$ cat src/baud_ct_defines.svh
// Field positions, codes, divisors and terminal counts of the baud and counter/timer block
`ifndef BAUD_CT_DEFINES_SVH
`define BAUD_CT_DEFINES_SVH

// Auxiliary control field positions
`define AUX_SET_POS 7
`define AUX_TIMER_POS 6
`define AUX_SRC_HI 5
`define AUX_SRC_LO 4

// Counter/timer clock sources in the auxiliary control source field
`define CT_SRC_PIN 2'h0
`define CT_SRC_PIN16 2'h1
`define CT_SRC_REF 2'h2
`define CT_SRC_REF16 2'h3

// Extended mode bit that unlocks the three high rates
`define EXT_RATE_POS 0

// Clock select codes beyond the generator rates
`define CSR_CT 4'hD
`define CSR_EXT16 4'hE
`define CSR_EXT1 4'hF

// Command register upper nibbles
`define CMD_TO_ON 4'hA
`define CMD_TO_OFF 4'hC

// Status bit positions
`define ISR_TX_POS 0
`define ISR_RX_POS 1
`define ISR_CT_POS 3

// Sampling tap divisor (38.4 kHz from the nominal reference)
`define SAMPLE_DIV 16'h0060

// Prescaler terminal count for the divide-by-16 sources
`define PRE_LAST 4'hF

`endif

$ cat src/baud_ct_pkg.sv
// Types shared by the baud and counter/timer block
`default_nettype none
package baud_ct_pkg;

	typedef enum logic [1:0] {
		CT_IDLE = 2'b00,
		CT_RUN = 2'b01,
		CT_HOLD = 2'b10,
		CT_RESTART = 2'b11
	} ct_phase_t;

	typedef struct packed {
		ct_phase_t phase;
		logic [15:0] count;
		logic ct_out;
		logic ready;
		logic timeout_on;
		logic [3:0] pre_ref;
		logic [3:0] pre_pin;
		logic rx_en;
		logic tx_en;
		logic rx_1x;
		logic tx_1x;
		logic smp_en;
		logic [7:0] status;
		logic irq_n;
		logic [4:0] op_o;
		logic [4:0] op_oe;
	} bct_state_t;

endpackage : baud_ct_pkg
`default_nettype wire

$ cat src/rate_if.sv
// Divisor request and tick answer between the block and a rate divider
`timescale 1ns/1ps
`default_nettype none
interface rate_if #(
	parameter int W = 16
);
	logic tick;
	logic [W-1:0] divisor;
	logic pulse;

	modport src (output tick, output divisor, input pulse);
	modport div (input tick, input divisor, output pulse);
endinterface : rate_if
`default_nettype wire

$ cat src/baud_counter_timer.sv
// Rate generator, clock selectors, counter/timer and interrupt gathering
//
// What this block does
// RQ1: Generator table of standard rates from reference.
// RQ2: Extended mode bit adds three high rates to rate set B.
// RQ3: Every generator clock is sixteen times bit rate.
// RQ4: System supplies proper reference frequency.
// RQ5: Independent receive and transmit clock selection.
// RQ6: Sixteen-bit divider: counter, timer, timeout modes.
// RQ7: Auxiliary bits six to four pick source, mode.
// RQ8: Counter output feeds baud select and the lowest pin.
// RQ9: Ready bit set on output falling edge.
// RQ10: Reserved reads start and stop the counter.
// RQ11: Start copies preset into the counting register.
// RQ12: Stop clears the counter ready bit.
// RQ13: Timer square wave, half period equals preset.
// RQ14: Timer divides reference or pin for 16x.
// RQ15: One active-low interrupt from eight conditions.
// RQ16: Only masked-in conditions assert the interrupt.
// RQ17: Status shows active conditions regardless of mask.
// RQ18: Upper output pins as open-drain interrupts.
// RQ19: Counter mode: fall at zero, then wraps silently.
// RQ20: Commands switch timeout mode on and off.
// RQ21: Received character stops, reloads, restarts counter.
// RQ22: Upper preset is high byte, lower is low.
`timescale 1ns/1ps
`default_nettype none
`include "baud_ct_defines.svh"
module baud_counter_timer #(
	parameter int DIV_W = 16,
	parameter int OP_N = 5
) (
	input wire logic sys_clk, // System clock, 10 MHz
	input wire logic sys_rst, // Synchronous reset, high
	input wire logic ref_clock_in, // Reference clock pin
	input wire logic ct_clk_pin, // External counter/timer clock pin
	input wire logic rx_clk_pin, // External receive clock pin
	input wire logic tx_clk_pin, // External transmit clock pin
	input wire logic [7:0] extended_mode_reg, // Bit 0 unlocks high rates
	input wire logic [7:0] aux_control_reg, // Rate set, mode, source
	input wire logic [3:0] rx_clk_sel, // Receive clock select code
	input wire logic [3:0] tx_clk_sel, // Transmit clock select code
	input wire logic [7:0] preset_low_reg, // Preset bits 7..0
	input wire logic [7:0] preset_high_reg, // Preset bits 15..8
	input wire logic ct_start_rd, // Pulse: read of the start address
	input wire logic ct_stop_rd, // Pulse: read of the stop address
	input wire logic cmd_wr, // Pulse: command register write
	input wire logic [7:0] command_reg, // Command register data
	input wire logic rx_char_loaded, // Pulse: character moved to receive_queue
	input wire logic [7:0] irq_events, // Other conditions, bit 3 unused
	input wire logic [7:0] irq_mask_reg, // Interrupt mask
	input wire logic [OP_N-1:0] op_irq_en, // Pin acts as interrupt output
	input wire logic op_ct_out_en, // Lowest pin carries counter output
	input wire logic [OP_N-1:0] gp_out_data, // Plain output pin levels
	output logic rx_clk_en, // Pulse: receive clock tick
	output logic tx_clk_en, // Pulse: transmit clock tick
	output logic rx_clk_1x, // Receive tick is a 1x clock
	output logic tx_clk_1x, // Transmit tick is a 1x clock
	output logic sample_clk_en, // Pulse: 38.4 kHz sampling tap
	output logic ct_out, // Counter/timer output level
	output logic [15:0] ct_count, // Present counting register
	output logic timeout_on, // Receive timeout mode active
	output logic [7:0] irq_status_reg, // Active conditions
	output logic irq_out_n, // Interrupt, active low
	output logic [OP_N-1:0] gp_out_pins_hi_o, // Pin output level
	output logic [OP_N-1:0] gp_out_pins_hi_oe // Pin output enable
);

	////////////////////////////////////////////////////////////////////
	// Functions

	// Generator divisor in reference edges for one 16x tick
	function automatic logic [DIV_W-1:0] rate_div(
		input logic [3:0] code,
		input logic set_b,
		input logic ext_en
	);
		logic [15:0] d;
		d = 16'h0060;
		if (!set_b) begin
			unique case (code)
				4'h0: d = 16'h1200;
				4'h1: d = 16'h082F;
				4'h2: d = 16'h06B1;
				4'h3: d = 16'h0480;
				4'h4: d = 16'h0300;
				4'h5: d = 16'h0180;
				4'h6: d = 16'h00C0;
				4'h7: d = 16'h00DB;
				4'h8: d = 16'h0060;
				4'h9: d = 16'h0030;
				4'hA: d = 16'h0020;
				4'hB: d = 16'h0018;
				4'hC: d = 16'h0006;
				default: d = 16'h0060;
			endcase
		end else begin
			unique case (code)
				4'h0: d = ext_en ? 16'h0004 : 16'h0C00; // [RQ2]
				4'h1: d = ext_en ? 16'h0002 : 16'h082F; // [RQ2]
				4'h2: d = ext_en ? 16'h0001 : 16'h06B1; // [RQ2]
				4'h3: d = 16'h0600;
				4'h4: d = 16'h0300;
				4'h5: d = 16'h0180;
				4'h6: d = 16'h00C0;
				4'h7: d = 16'h0073;
				4'h8: d = 16'h0060;
				4'h9: d = 16'h0030;
				4'hA: d = 16'h0080;
				4'hB: d = 16'h0018;
				4'hC: d = 16'h000C;
				default: d = 16'h0060;
			endcase
		end
		return d[DIV_W-1:0];
	endfunction : rate_div

	// One selector: generator tap, counter output or external pin
	function automatic logic sel_tick(
		input logic [3:0] code,
		input logic gen,
		input logic ct,
		input logic pin
	);
		logic t;
		t = gen;
		case (code)
			`CSR_CT: t = ct;
			`CSR_EXT16: t = pin;
			`CSR_EXT1: t = pin;
			default: t = gen;
		endcase
		return t;
	endfunction : sel_tick

	// Which status bit a discrete interrupt pin reports
	function automatic int op_src(input int idx);
		int s;
		s = `ISR_TX_POS;
		case (idx)
			0: s = `ISR_CT_POS;
			1: s = `ISR_RX_POS;
			2: s = `ISR_TX_POS;
			3: s = `ISR_RX_POS;
			default: s = `ISR_TX_POS;
		endcase
		return s;
	endfunction : op_src

	////////////////////////////////////////////////////////////////////
	// Pin synchronisers and rate dividers

	logic [3:0] pin_rise;

	pin_sync #(.N(4)) u_sync (
		.sys_clk(sys_clk),
		.sys_rst(sys_rst),
		.pins_in({tx_clk_pin, rx_clk_pin, ct_clk_pin, ref_clock_in}),
		.level(),
		.rise(pin_rise)
	);
	rate_if #(.W(DIV_W)) rx_rate ();
	rate_if #(.W(DIV_W)) tx_rate ();
	rate_if #(.W(DIV_W)) smp_rate ();

	// Exact rates rely on the nominal reference frequency [RQ4]
	assign rx_rate.tick = pin_rise[0];
	assign tx_rate.tick = pin_rise[0];
	assign smp_rate.tick = pin_rise[0];
	assign rx_rate.divisor = rate_div(rx_clk_sel, aux_control_reg[`AUX_SET_POS],
		extended_mode_reg[`EXT_RATE_POS]); // [RQ1] [RQ3]
	assign tx_rate.divisor = rate_div(tx_clk_sel, aux_control_reg[`AUX_SET_POS],
		extended_mode_reg[`EXT_RATE_POS]); // [RQ1] [RQ3]
	assign smp_rate.divisor = DIV_W'(`SAMPLE_DIV);

	rate_tick_div #(.W(DIV_W)) u_rx_div (
		.sys_clk(sys_clk),
		.sys_rst(sys_rst),
		.bus(rx_rate)
	);

	rate_tick_div #(.W(DIV_W)) u_tx_div (
		.sys_clk(sys_clk),
		.sys_rst(sys_rst),
		.bus(tx_rate)
	);

	rate_tick_div #(.W(DIV_W)) u_smp_div (
		.sys_clk(sys_clk),
		.sys_rst(sys_rst),
		.bus(smp_rate)
	);

	////////////////////////////////////////////////////////////////////
	// State

	baud_ct_pkg::bct_state_t st;
	baud_ct_pkg::bct_state_t nx;

	logic [15:0] preset;
	logic timer_mode;
	logic ref16;
	logic pin16;
	logic ct_tick;
	logic cmd_to_on;
	logic cmd_to_off;
	logic start_cmd;
	logic stop_cmd;
	logic ct_edge;
	logic ready_set;
	logic ready_clr;
	logic [7:0] status_n;

	assign preset = {preset_high_reg, preset_low_reg}; // [RQ22]

	////////////////////////////////////////////////////////////////////
	// Next state

	always_comb begin
		nx = st;

		// Divide-by-16 prescalers for the slow counter sources
		ref16 = 1'b0;
		pin16 = 1'b0;
		if (pin_rise[0]) begin
			nx.pre_ref = st.pre_ref + 4'h1;
			ref16 = (st.pre_ref == `PRE_LAST);
		end
		if (pin_rise[1]) begin
			nx.pre_pin = st.pre_pin + 4'h1;
			pin16 = (st.pre_pin == `PRE_LAST);
		end

		unique case (aux_control_reg[`AUX_SRC_HI:`AUX_SRC_LO]) // [RQ7] [RQ14]
			`CT_SRC_PIN: ct_tick = pin_rise[1];
			`CT_SRC_PIN16: ct_tick = pin16;
			`CT_SRC_REF: ct_tick = pin_rise[0];
			`CT_SRC_REF16: ct_tick = ref16;
		endcase

		cmd_to_on = cmd_wr && command_reg[7:4] == `CMD_TO_ON; // [RQ20]
		cmd_to_off = cmd_wr && command_reg[7:4] == `CMD_TO_OFF; // [RQ20]
		// Timeout mode takes the counter away from software start and stop
		start_cmd = ct_start_rd && !st.timeout_on; // [RQ10]
		stop_cmd = ct_stop_rd && !st.timeout_on; // [RQ10]
		timer_mode = aux_control_reg[`AUX_TIMER_POS] && !st.timeout_on; // [RQ7] [RQ6]

		if (cmd_to_on) begin
			nx.timeout_on = 1'b1; // [RQ20]
			nx.phase = baud_ct_pkg::CT_IDLE;
			nx.ct_out = 1'b1;
		end else if (cmd_to_off) begin
			nx.timeout_on = 1'b0; // [RQ20]
			nx.phase = baud_ct_pkg::CT_IDLE;
			nx.ct_out = 1'b1;
		end else if (st.timeout_on && rx_char_loaded) begin
			nx.phase = baud_ct_pkg::CT_HOLD; // [RQ21]
		end else if (start_cmd) begin
			nx.count = preset; // [RQ11]
			nx.phase = baud_ct_pkg::CT_RUN;
			nx.ct_out = 1'b1;
		end else if (stop_cmd && !timer_mode) begin
			// A stopped counter returns its output high; the timer keeps running
			nx.phase = baud_ct_pkg::CT_IDLE;
			nx.ct_out = 1'b1;
		end else if (ct_tick) begin
			unique case (st.phase)
				baud_ct_pkg::CT_IDLE: nx.phase = baud_ct_pkg::CT_IDLE;
				baud_ct_pkg::CT_HOLD: begin
					nx.count = preset; // [RQ21]
					nx.ct_out = 1'b1;
					nx.phase = baud_ct_pkg::CT_RESTART;
				end
				baud_ct_pkg::CT_RESTART: nx.phase = baud_ct_pkg::CT_RUN; // [RQ21]
				baud_ct_pkg::CT_RUN: begin
					if (timer_mode) begin
						// Preset of zero behaves as one to keep the wave alive
						if (st.count <= 16'h0001) begin
							nx.count = preset; // [RQ13]
							nx.ct_out = ~st.ct_out; // [RQ13]
						end else begin
							nx.count = st.count - 16'h0001;
						end
					end else begin
						nx.count = st.count - 16'h0001; // [RQ19]
						if (st.count == 16'h0001) begin
							nx.ct_out = 1'b0; // [RQ19]
						end
					end
				end
			endcase
		end

		// Counter output rise is one 16x tick when used as a baud source
		ct_edge = nx.ct_out && !st.ct_out; // [RQ8]

		ready_set = st.ct_out && !nx.ct_out; // [RQ9]
		ready_clr = stop_cmd || cmd_to_on || (st.timeout_on && rx_char_loaded); // [RQ12] [RQ20]
		// A fall in the cycle of a clear still leaves the bit set
		nx.ready = ready_set || (st.ready && !ready_clr); // [RQ9] [RQ12]

		nx.rx_en = sel_tick(rx_clk_sel, rx_rate.pulse, ct_edge, pin_rise[2]); // [RQ5]
		nx.tx_en = sel_tick(tx_clk_sel, tx_rate.pulse, ct_edge, pin_rise[3]); // [RQ5]
		nx.rx_1x = (rx_clk_sel == `CSR_EXT1);
		nx.tx_1x = (tx_clk_sel == `CSR_EXT1);
		nx.smp_en = smp_rate.pulse;

		status_n = irq_events;
		status_n[`ISR_CT_POS] = nx.ready;
		nx.status = status_n; // [RQ17]
		nx.irq_n = ~|(status_n & irq_mask_reg); // [RQ15] [RQ16]

		for (int i = 0; i < OP_N; i++) begin
			if (op_irq_en[i]) begin
				// Open drain: pull low while the condition is active, else float
				nx.op_o[i] = 1'b0; // [RQ18]
				nx.op_oe[i] = status_n[op_src(i)]; // [RQ18]
			end else if (i == 0 && op_ct_out_en) begin
				nx.op_o[i] = nx.ct_out; // [RQ8]
				nx.op_oe[i] = 1'b1;
			end else begin
				nx.op_o[i] = gp_out_data[i];
				nx.op_oe[i] = 1'b1;
			end
		end
	end

	////////////////////////////////////////////////////////////////////
	// Registers

	always_ff @(posedge sys_clk) begin
		if (sys_rst) begin
			st <= '0;
			st.ct_out <= 1'b1;
			st.irq_n <= 1'b1;
		end else begin
			st <= nx;
		end
	end

	////////////////////////////////////////////////////////////////////
	// Outputs

	assign rx_clk_en = st.rx_en;
	assign tx_clk_en = st.tx_en;
	assign rx_clk_1x = st.rx_1x;
	assign tx_clk_1x = st.tx_1x;
	assign sample_clk_en = st.smp_en;
	assign ct_out = st.ct_out;
	assign ct_count = st.count;
	assign timeout_on = st.timeout_on;
	assign irq_status_reg = st.status;
	assign irq_out_n = st.irq_n;
	assign gp_out_pins_hi_o = st.op_o;
	assign gp_out_pins_hi_oe = st.op_oe;

endmodule : baud_counter_timer
`default_nettype wire

$ cat src/pin_sync.sv
// Three-stage pin synchroniser with agreement filter and rising-edge pulse
`timescale 1ns/1ps
`default_nettype none
module pin_sync #(
	parameter int N = 4
) (
	input wire logic sys_clk, // System clock
	input wire logic sys_rst, // Synchronous reset, high
	input wire logic [N-1:0] pins_in, // Asynchronous pins
	output logic [N-1:0] level, // Filtered level
	output logic [N-1:0] rise // One-cycle pulse on a filtered rise
);
	typedef struct packed {
		logic [N-1:0] s1;
		logic [N-1:0] s2;
		logic [N-1:0] s3;
		logic [N-1:0] lvl;
		logic [N-1:0] rise;
	} sync_state_t;

	sync_state_t st;
	sync_state_t nx;

	// A change counts only once the second and third stages agree
	always_comb begin
		nx = st;
		nx.s1 = pins_in;
		nx.s2 = st.s1;
		nx.s3 = st.s2;
		nx.lvl = (st.s2 & st.s3) | (st.lvl & (st.s2 ^ st.s3));
		nx.rise = nx.lvl & ~st.lvl;
	end

	always_ff @(posedge sys_clk) begin
		if (sys_rst) begin
			st <= '0;
		end else begin
			st <= nx;
		end
	end

	assign level = st.lvl;
	assign rise = st.rise;
endmodule : pin_sync
`default_nettype wire

$ cat src/rate_tick_div.sv
// Divides an input tick stream by a programmable divisor into single pulses
`timescale 1ns/1ps
`default_nettype none
module rate_tick_div #(
	parameter int W = 16
) (
	input wire logic sys_clk, // System clock
	input wire logic sys_rst, // Synchronous reset, high
	rate_if.div bus // Tick in, divisor in, pulse out
);
	typedef struct packed {
		logic [W-1:0] cnt;
		logic pulse;
	} div_state_t;

	div_state_t st;
	div_state_t nx;

	// The >= compare absorbs a divisor lowered below the running count
	always_comb begin
		nx = st;
		nx.pulse = 1'b0;
		if (bus.tick) begin
			if (bus.divisor == '0 || st.cnt >= bus.divisor - W'(1)) begin
				nx.cnt = '0;
				nx.pulse = 1'b1;
			end else begin
				nx.cnt = st.cnt + W'(1);
			end
		end
	end

	always_ff @(posedge sys_clk) begin
		if (sys_rst) begin
			st <= '0;
		end else begin
			st <= nx;
		end
	end

	assign bus.pulse = st.pulse;
endmodule : rate_tick_div
`default_nettype wire
$ cat config.mk
export PLATFORM = sky130hd
export DESIGN_NAME = baud_counter_timer
export DESIGN_NICKNAME = d
export VERILOG_FILES = /design/src/baud_ct_pkg.sv /design/src/rate_if.sv /design/src/baud_counter_timer.sv /design/src/pin_sync.sv /design/src/rate_tick_div.sv
export VERILOG_INCLUDE_DIRS = /design/src
export SDC_FILE = /design/constraint.sdc
export NUM_CORES = 1
export LEC_CHECK = 0
export ABC_CLOCK_PERIOD_IN_PS = 11600
export BUFFER_PORTS_ARGS = -buffer_cell sky130_fd_sc_hd__buf_2
export CORE_ASPECT_RATIO = 0.7
export CORE_MARGIN = 2
export CORE_UTILIZATION = 62
export DETAILED_ROUTE_END_ITERATION = 10
export PLACE_DENSITY = 0.86
export SLEW_MARGIN = 20
export SYNTH_ARGS = -nofsm -noshare
export SYNTH_HDL_FRONTEND = slang
export SYNTH_SLANG_ARGS = --single-unit
$ cat constraint.sdc
create_clock -name sys_clk -period 11.6 [get_ports sys_clk]
set_input_delay 2.32 -clock sys_clk [delete_from_list [all_inputs] [get_ports sys_clk]]
set_output_delay 2.32 -clock sys_clk [all_outputs]
set_load 0.01 [all_outputs]
==> metrics.md, run 1 <==
| Metric | Value |
|---|---|
| Run status | finished with violations |
| Failing checks | DRC |
| Post-route DRC violation count | 6 |
| Port bufs | 110 |
| Mapped Avg Cell Area | ~8.1 um^2 |
| Min-delay worst type | reg2reg |
| CTS tree | yes |
| FP Rows | 34 |
| Final Hold Vio Count | 0 |
| Share of the synthesized area in the top cell type | 0.306 |
| GRT Residual Overflow | 0 |
| H-tree depth | 4 |
| Min cycle time layout | about 6.6 ns |
| Max Fclk | 150 MHz |
| Area grow syn2layout | 11.6% |
| Number of global-route vias before repair | between 6k and 7k |
| Clk_lat worst skew | roughly 0.42 ns |
| Post-Syn Area | just over 0.008 mm^2 |
| Die height | ~100 um |
| Final WS setup | a little under 5 ns |
| Initial DRC count | ~730 |
| Yosys reg bits | 123 |
| Vias per cell | 6.27 |
| Synth cell types | between 70 and 80 |
| Post-synth EDFFs | 0 |
| Most common cell after layout, fill and taps aside | dfxtp_1 |
| Post-DR wirelength/cell | about 17 um |
| Post-synth top area cell | dfxtp_1 |
| CP arrival | between 6 and 7 ns |
| Cts hold-fix bufs | 0 |
| Sink Count | approximately 120 |
| Setup WS pre-CTS | 4.63 ns |
| Clk slew on worst S/H paths | about 0.060 ns |
| Detail Route Antenna Nets | 0 |
| Gpl congestion | 0.920 |
| Router iterations before antenna repair | 9 |
| Post_cts resized | 0 |
| Setup TNS | 0 ns |
| Skew final | just under 0.009 ns |
| Max_slew headroom | 0.399 |
| Initial antenna violation count | 0 |
| Worst path cell trace | buf_2, inv_1, ha_1, nor4_1, or2_2, a21oi_2, a21oi_1, ha_1, inv_1, a2111oi_4, nand4_2, o21a_1, ha_1, and4_1, and2_1, and3_1, a32o_1, o21ai_0, o211ai_1, nor2_1 |
| Synth area leaders | dfxtp_1 (31%), ha_1 (9.5%), nor2_1 (5.0%) |
| GRT Total Usage | 0.292 |
| Fin crit share | 0.573 |
| Max-Cap Viols | 0 |
| Crit-path slowest cell | nand4_2 |
| CP required | between 10 and 15 ns |
| RSZ-0062 raised after global routing | false |
| Slew @ Worst Pin | about 0.90 ns |
| Die width | 140 um |
| Post-detail-place hpwl | about 14 mm |
| Register area share after synthesis | 0.306 |
| CTS root buffer | clkbuf_16 |
| Max Slew Vio Count | 0 |
| Crit end category | flip-flop |
| FFs w/ async S/R, synth | 0 |
| Syn Inst Count | roughly 990 |
| Leak | approximately 3.7 nW |
| WHS | 0.416 ns |
| Ys flop type | dfxtp_1 |
| Diode count | 0 |
| CTS buffer count | 17 |
| Final setup vio count | 0 |
| Crit path kind | in2reg |
| Core area | ~0.013 mm^2 |
| Largest net degree at the start of global routing | 73 |
| Ports | between 100 and 150 |
| Overall Power | 1.19 mW |
| Post-Syn Nets | around 1.1k |
| Vias | approximately 7.6k |
| Post-CTS Setup Bufs | 0 |
| Detailed Route WL | just over 20 mm |
| Clk buf depth | 2 |
| YS warnings | 0 |
| Starting Density | 0.641 |
| Crit start category | input port |
| Worst VDD drop | 0.127 mV |
| First-pass GRT wire length | 33.6 mm |
| Final net count | roughly 1.2k |
| PwrDens | roughly 130 mW/mm^2 |
| CP max FO | 12 |
| Most used cell, CP | ha_1 |
| Most frequent cells in the layout | dfxtp_1 (123), buf_2 (110), nor2_1 (107), a21oi_1 (73) |
| Layout cells sized above 1 | 0.155 |
| Crit path largest cell delay | ~0.4 ns |
| Die area | ~0.014 mm^2 |
-- synth_stat cells, types with 9 or more instances --
| cell | number |
|---|---|
| dfxtp_1 | 123 |
| nor2_1 | 107 |
| a21oi_1 | 73 |
| ha_1 | 61 |
| nand2_1 | 61 |
| o21ai_0 | 50 |
| nor2b_1 | 41 |
| buf_4 | 35 |
| xor2_1 | 33 |
| clkbuf_1 | 31 |
| inv_1 | 31 |
| nand3_1 | 30 |
| xnor2_1 | 26 |
| nor3_1 | 24 |
| nand2b_1 | 21 |
| nand4_1 | 20 |
| and3_1 | 16 |
| a31oi_1 | 13 |
| buf_2 | 12 |
| nor3b_1 | 12 |
| o22ai_1 | 12 |
| a22oi_1 | 9 |
| mux2i_1 | 9 |
-- logic make-up after synthesis --
logic type	share of synthesized area
AO/OA/AOI/OAI	0.202
multiplexers	0.0154
buffers and inverters	0.0728
adder cells (fa/ha/maj)	0.0949
XOR/XNOR	0.0643
flip-flops	0.306
AND/OR/NAND/NOR	0.244
-- critical path, delay by kind of cell --
| kind | cells | cell delay [ns] |
|---|---|---|
| AO/OA/AOI/OAI | 7 | 1.85 |
| adder cells (fa/ha/maj) | 3 | 0.79 |
| buffers and inverters | 3 | 0.35 |
| AND/OR/NAND/NOR | 7 | 1.67 |
-- metrics by stage --
stage	instances	instance area (um^2)	utilization
after detailed placement	1186	8350	0.666
after CTS	1218	8970	0.715
after global routing	1218	8970	0.715
final	1218	8970	0.715
after floorplan	992	8040	-
after global placement	1186	8350	0.666
-- path summary, 6_finish.rpt --
check | endpoint | cells after the start | slack [ns] | startpoint
max reg2reg | gp_out_pins_hi_o[0]$_SDFF_PP0_ | 7 | 8.60 | ct_count[6]$_SDFFE_PP0P_
max | u_tx_div.st[12]$_SDFFE_PP0P_ | 20 | 4.95 | tx_clk_sel[1]
min reg2reg | u_sync.rise[2]$_SDFF_PP0_ | 1 | 0.42 | u_sync.level[2]$_SDFF_PP0_
min | u_sync.rise[2]$_SDFF_PP0_ | 1 | 0.42 | u_sync.level[2]$_SDFF_PP0_
-- area by class of cell --
type                            count  area [um^2]
Clock buffer                       17          425
Clock inverter                     15          196
Fill cell                         992         3570
Inverter                           32          120
Multi-Input combinational cell    756         4990
Sequential cell                   123         2460
Tap cell                          162          203
Timing Repair Buffer              113          573
-- power breakdown --
group          switching, mW  leakage [nW]  total [mW]  internal, mW
logic                  0.118          2.43       0.196        0.0779
registers            0.00817          1.00       0.440         0.432
clock network          0.227         0.299       0.556         0.329
total                  0.354          3.73        1.19         0.839
-- metal layers --
metal | up-vias | routed length, um | GRT usage
met3 | 44 | 1660 | 0.0486
li1 | 3654 | - | -
met4 | 0 | 287 | 0.0769
met5 | - | 0 | 0
met1 | 3557 | 9050 | 0.402
met2 | 381 | 9420 | 0.479
(Power assumes the default switching activity.)
==> run 2, diff against run 1 <==
--- a/config.mk
+++ b/config.mk
@@ -6,13 +6,13 @@
 export SDC_FILE = /design/constraint.sdc
 export NUM_CORES = 1
 export LEC_CHECK = 0
-export ABC_CLOCK_PERIOD_IN_PS = 11600
+export ABC_CLOCK_PERIOD_IN_PS = 5900
 export BUFFER_PORTS_ARGS = -buffer_cell sky130_fd_sc_hd__buf_2
 export CORE_ASPECT_RATIO = 0.7
 export CORE_MARGIN = 2
-export CORE_UTILIZATION = 62
+export CORE_UTILIZATION = 52
 export DETAILED_ROUTE_END_ITERATION = 10
-export PLACE_DENSITY = 0.86
+export PLACE_DENSITY = 0.77
 export SLEW_MARGIN = 20
 export SYNTH_ARGS = -nofsm -noshare
 export SYNTH_HDL_FRONTEND = slang
==> constraint.sdc (replaced) <==
create_clock -name sys_clk -period 5.9 [get_ports sys_clk]
set_input_delay 1.18 -clock sys_clk [delete_from_list [all_inputs] [get_ports sys_clk]]
set_output_delay 1.18 -clock sys_clk [all_outputs]
set_load 0.01 [all_outputs]
==> run 2 against run 1 <==
Compared with the run above: the flow now finishes without violations; sequential power increased by 97%; largest cell class unchanged; first-iteration DRC count is 26% lower; critical path depth fell by 1; cell count rose by 3.4%; global-route usage decreased by 5.1 points; non-clock buffer count grew 8; worst hold slack improved by 0.012 ns; wire length decreased by 2.7%; combinational power is 97% higher; largest power group unchanged; via count shrank 3.6%; clock power is 85% higher.
==> metrics.md, run 2 (synthesis gave the netlist of run 1 again) <==
| Metric | Value |
|---|---|
| Run status | finished clean |
| Sink Count | 123 (unchanged) |
| Min cycle time layout | about 5.2 ns |
| Number of global-route vias before repair | 6634 (-4.0%) |
| Crit end category | flip-flop |
| Slew @ Worst Pin | 0.854 ns (-0.0427 ns) |
| Final Hold Vio Count | 0 (unchanged) |
| Max_slew headroom | 0.427 (+0.0272) |
| FP Rows | 37 (+8.8%) |
| Clk buf depth | 2 (unchanged) |
| Initial antenna violation count | 0 (unchanged) |
| Cell total after placement | 1227 (+3.5%) |
| Initial DRC count | 537 (-26%) |
| Clk_lat worst skew | 0.42 ns (about the same) |
| Crit start category | input port |
| Post_cts resized | 0 (unchanged) |
| Most common cell after layout, fill and taps aside | dfxtp_1 |
| Gpl congestion | 0.913 (-0.78%) |
| Vias per cell | 5.85 (-6.7%) |
| Final net count | 1197 (+0.67%) |
| Area grow syn2layout | 12.3% |
| Die width | 153 um (+8.9%) |
| GRT Total Usage | 0.241 (-0.0510) |
| Post-route DRC violation count | 0 (-6) |
| Clk slew on worst S/H paths | 0.06 ns (about the same) |
| Overall Power | 2.28 mW (+91%) |
| Core area | 0.0149 mm^2 (+19%) |
| CTS buffer count | 17 (unchanged) |
| Max Fclk | between 150 and 200 MHz |
| CP max FO | 12 (unchanged) |
| CTS root buffer | clkbuf_16 |
| Largest net degree at the start of global routing | 72 (-1.4%) |
| Min-delay worst type | reg2reg |
| Router iterations before antenna repair | 5 (-4) |
| Die height | 108 um (+8.8%) |
| Crit path kind | in2reg |
| Fin crit share | 0.885 |
| Setup TNS | 0 ns (unchanged) |
| PwrDens | 253 mW/mm^2 (+90%) |
| CP arrival | 5.57 ns (-1.42 ns) |
| Max Slew Vio Count | 0 (unchanged) |
| RSZ-0062 raised after global routing | false |
| Detail Route Antenna Nets | 0 (unchanged) |
| First-pass GRT wire length | 32.6 mm (-2.8%) |
| Final setup vio count | 0 (unchanged) |
| GRT Residual Overflow | 0 (unchanged) |
| Ports | 127 (unchanged) |
| FF/Latch Area | 0.00246 mm^2 (unchanged) |
| Diode count | 0 (unchanged) |
| Fillers | 1331 (+34%) |
| WHS | 0.428 ns (+0.0119 ns) |
| Cts hold-fix bufs | 0 (unchanged) |
| Port bufs | 110 (unchanged) |
| CTS tree | yes |
| Die area | 0.0165 mm^2 (+19%) |
| H-tree depth | 4 (unchanged) |
| Vias | 7362 (-3.6%) |
| Final core utilization | 0.606 (-0.109) |
| Max-Cap Viols | 0 (unchanged) |
| Multi-input gate area | 0.00499 mm^2 (unchanged) |
| Worst VDD drop | 0.212 mV (+67%) |
| Most frequent cells in the layout | dfxtp_1 (123), buf_2 (110), nor2_1 (107), a21oi_1 (73) |
| Fin cells | 1259 (+3.4%) |
| Starting Density | 0.540 (-0.101) |
| Leak | 3.75 nW (+0.57%) |
| CP required | 6.25 ns (-5.70 ns) |
| Skew final | 0.0120 ns (+0.00306 ns) |
| Post-DR wirelength/cell | 15.8 um (-5.9%) |
| Layout cells sized above 1 | 0.158 (+0.00259) |
| Post-detail-place hpwl | 14.4 mm (+3.2%) |
| Post-CTS Setup Bufs | 0 (unchanged) |
| Detailed Route WL | 19.9 mm (-2.7%) |
[run 2: cell types whose count changed in the layout (fill, tap and decap cells not counted), sizes merged]
cell | previous run | this run
clkinv | 3 | 5
buf | 113 | 121
inv | 40 | 33
clkinvlp | 2 | 1
clkbuf | 17 | 23
[run 2: per-stage QoR]
| step | cell area, um^2 | setup WS [ns] |
|---|---|---|
| detailed placement | 8450 | 0.370 |
| global placement | 8450 | 0.477 |
| floorplan | 8040 | 1.03 |
| finish | 9030 | 0.678 |
| CTS | 9030 | 0.789 |
| global route | 9030 | 0.286 |
[run 2: final timing paths]
path / start / end / slack [ns] / cells after the start
worst min-delay path: u_sync.level[1]$_SDFF_PP0_ / u_sync.rise[1]$_SDFF_PP0_ / 0.43 / 1
worst min register to register: u_sync.level[1]$_SDFF_PP0_ / u_sync.rise[1]$_SDFF_PP0_ / 0.43 / 1
worst max register to register: ct_count[6]$_SDFFE_PP0P_ / ct_count[1]$_SDFFE_PP0P_ / 2.91 / 6
worst max-delay path: tx_clk_sel[1] / u_tx_div.st[7]$_SDFFE_PP0P_ / 0.68 / 19
[run 2: area by class of cell]
cell class / count / area share
Timing Repair Buffer: 121 / 0.0701
Multi-Input combinational cell: 756 / 0.553
Tap cell: 195 / 0.0270
Clock buffer: 23 / 0.0518
Clock inverter: 9 / 0.0125
Inverter: 32 / 0.0133
Sequential cell: 123 / 0.273
[run 2: routing by layer]
layer  routed length (um)  share of wire  track usage  vias up
met4                  248          0.012       0.0549        0
met2                 8590           0.43        0.375      259
li1                     -              -            -     3654
met5                    0              0            0        -
met3                 1270          0.064       0.0513       23
met1                 9740           0.49        0.343     3426
[run 2: worst max-delay path: stages]
cell       delay, ns
buf_2           0.16
inv_1           0.12
ha_1            0.37
nor2b_1         0.22
nor3_1          0.23
o311ai_0        0.22
a2111oi_0       0.67
and2_1          0.27
and4b_1         0.27
a31oi_1         0.06
ha_1            0.33
and4_1          0.18
and2_1          0.16
and3_1          0.19
a32o_1          0.23
o21ai_0         0.25
o211ai_1        0.13
buf_4           0.22
nor2_1          0.11
[run 2: where the power goes]
| part | internal (mW) | switching (mW) | leakage, nW |
|---|---|---|---|
| registers | 0.850 | 0.0158 | 1.00 |
| logic | 0.158 | 0.229 | 2.46 |
| clock network | 0.646 | 0.383 | 0.282 |
==> run 3, diff against run 2 <==
--- a/config.mk
+++ b/config.mk
@@ -13,6 +13,7 @@
 export CORE_UTILIZATION = 52
 export DETAILED_ROUTE_END_ITERATION = 10
 export PLACE_DENSITY = 0.77
+export RECOVER_POWER = 50
 export SLEW_MARGIN = 20
 export SYNTH_ARGS = -nofsm -noshare
 export SYNTH_HDL_FRONTEND = slang
==> run 3 against run 2 <==
Compared with the run above: the flow now finishes with violations (capacitance limit, slew limit); wire length up 0.26%; combinational power is essentially flat; register-to-register slack got worse by 0.08 ns; sequential power about the same; worst hold slack improved by 0.0018 ns; critical path depth unchanged; die area unchanged; cell count did not move; count of clock-buffer cells in the layout is the same; total power barely moved; largest power group unchanged; highest routed layer unchanged.
==> metrics.md, run 3 (synthesis gave the netlist of run 1 again) <==
| Metric | Value |
|---|---|
| Run status | finished with violations |
| Failing checks | capacitance limit, slew limit |
| Final net count | 1197 (unchanged) |
| CP required | 6.26 ns (about the same) |
| CTS buffer count | 17 (unchanged) |
| Comb pwr share | 0.169 (about the same) |
| Post-route DRC violation count | 0 (unchanged) |
| Sw Share | 0.276 (+0.000466) |
| Setup TNS | 0 ns (unchanged) |
| Layout cells sized above 1 | 0.125 (-0.0329) |
| Max_slew headroom | -1.21 (-1.64) |
| WHS | 0.430 ns (+0.00180 ns) |
| Skew final | 0.0129 ns (+0.000903 ns) |
| Final Hold Vio Count | 0 (unchanged) |
| Die width | 153 um (unchanged) |
| Crit path largest cell delay | 0.65 ns (-0.02 ns) |
| Clk slew on worst S/H paths | 0.06 ns (about the same) |
| RSZ-0062 raised after global routing | false |
| Port bufs | 110 (unchanged) |
| Clock network fraction of total power | 0.451 (about the same) |
| Slew @ Worst Pin | 3.32 ns (+2.47 ns) |
| H-tree depth | 4 (unchanged) |
| Net Sw Power | 629 uW (about the same) |
| First-pass GRT wire length | 32.6 mm (unchanged) |
| Initial antenna violation count | 0 (unchanged) |
| Fin crit share | 0.874 (-0.0106) |
| Met3 Track Usage GR | 0.0513 (unchanged) |
| Router iterations before antenna repair | 6 (+1) |
| Post-CTS Setup Bufs | 0 (unchanged) |
| CTS root buffer | clkbuf_16 |
| Seq pwr share | 0.380 (about the same) |
| Post_cts resized | 0 (unchanged) |
| Post-detail-place hpwl | 14.4 mm (unchanged) |
| Die area | 0.0165 mm^2 (unchanged) |
| Die height | 108 um (unchanged) |
| Min cycle time layout | 5.16 ns (-0.0625 ns) |
| GRT Residual Overflow | 0 (unchanged) |
| Crit path kind | in2reg |
| Core area | 0.0149 mm^2 (unchanged) |
| Gpl congestion | 0.913 (unchanged) |
| CTS tree | yes |
| Leak | 3.61 nW (-3.6%) |
| Diode count | 0 (unchanged) |
| Detail Route Antenna Nets | 0 (unchanged) |
| FP Rows | 37 (unchanged) |
| Detailed Route WL | 19.9 mm (+0.26%) |
| Clk buf depth | 2 (unchanged) |
| Worst VDD drop | 0.212 mV (about the same) |
| Max Fclk | 194 MHz (+1.2%) |
| Cts hold-fix bufs | 0 (unchanged) |
| GRT Total Usage | 0.241 (unchanged) |
| Largest net degree at the start of global routing | 72 (unchanged) |
| Max-Cap Viols | 1 (+1) |
| Most common cell after layout, fill and taps aside | dfxtp_1 |
| Crit end category | flip-flop |
| Ports | 127 (unchanged) |
| CP max FO | 12 (unchanged) |
| CP arrival | 5.52 ns (-0.05 ns) |
| Final setup vio count | 0 (unchanged) |
| PwrDens | 254 mW/mm^2 (+0.44%) |
| Number of global-route vias before repair | 6634 (unchanged) |
| Max Slew Vio Count | 72 (+72) |
| Post-DR wirelength/cell | 15.8 um (+0.26%) |
| Worst path cell trace | buf_2, inv_1, ha_1, nor2b_1, nor3_1, o311ai_0, a2111oi_0, and2_1, and4b_1, a31oi_1, ha_1, and4_1, and2_1, and3_1, a32o_1, o21ai_0, o211ai_1, buf_4, nor2_1 |
| Vias | 7361 (-0.014%) |
| Starting Density | 0.540 (unchanged) |
| Internal cell power | 1.65 mW (-0.14%) |
| Vias per cell | 5.85 (about the same) |
| Most frequent cells in the layout | dfxtp_1 (123), nor2_1 (107), buf_2 (76), a21oi_1 (73) |
| Crit start category | input port |
| GRT met1 Usage | 0.343 (unchanged) |
| Sink Count | 123 (unchanged) |
| Crit-path slowest cell | a2111oi_0 |
| Area grow syn2layout | 11.8% |
| Grt peak-use layer | met2 |
| Met2 Use GR | 0.375 (unchanged) |
| Min-delay worst type | reg2reg |
| Initial DRC count | 570 (+6.1%) |
| Clk_lat worst skew | 0.42 ns (about the same) |
-- run 3: worst paths after layout --
check / start / endpoint / slack, ns / depth (start not counted)
worst min-delay path: u_sync.level[0]$_SDFF_PP0_ / u_sync.rise[0]$_SDFF_PP0_ / 0.43 / 1
worst max register to register: ct_count[6]$_SDFFE_PP0P_ / ct_count[1]$_SDFFE_PP0P_ / 2.83 / 7
worst max-delay path: tx_clk_sel[1] / u_tx_div.st[16]$_SDFFE_PP0P_ / 0.74 / 19
worst min register to register: u_sync.level[0]$_SDFF_PP0_ / u_sync.rise[0]$_SDFF_PP0_ / 0.43 / 1
-- run 3: stage by stage --
step           area, um^2  utilization  total power [mW]  cells  setup WS, ns
4_1_cts              9030        0.606              2.29   1259         0.789
5_1_grt              8990        0.603              2.38   1259         0.286
3_5_place_dp         8450        0.567              1.26   1227         0.370
2_1_floorplan        8040            -              1.17    992          1.03
3_3_place_gp         8450        0.567              1.25   1227         0.477
6_report             8990        0.603              2.28   1259         0.740
-- run 3: power groups by stage --
stage | clock network (mW) | registers [mW] | logic, mW
after floorplan | 0 | 0.879 | 0.291
after global placement | 0 | 0.883 | 0.371
after detailed placement | 0 | 0.883 | 0.379
after CTS | 1.04 | 0.865 | 0.382
after global routing | 1.08 | 0.868 | 0.427
final | 1.03 | 0.866 | 0.385
-- run 3: layer usage --
layer | share of wire | routed length [um]
met2 | 0.44 | 8690
met4 | 0.011 | 226
met1 | 0.49 | 9770
met5 | 0 | 0
met3 | 0.061 | 1220
-- run 3: worst max-delay path, delay by kind of cell --
family          cells  cell delay (ns)
fa+ha+maj           2             0.69
compound gates      6             1.53
buf+inv             3             0.50
simple gates        8             1.61
-- run 3: area by class of cell --
class / instances / area (um^2)
Inverter: 32 / 120
Clock inverter: 9 / 113
Fill cell: 1343 / 5920
Timing Repair Buffer: 121 / 587
Tap cell: 195 / 244
Clock buffer: 23 / 468
Multi-Input combinational cell: 756 / 4990
Sequential cell: 123 / 2460
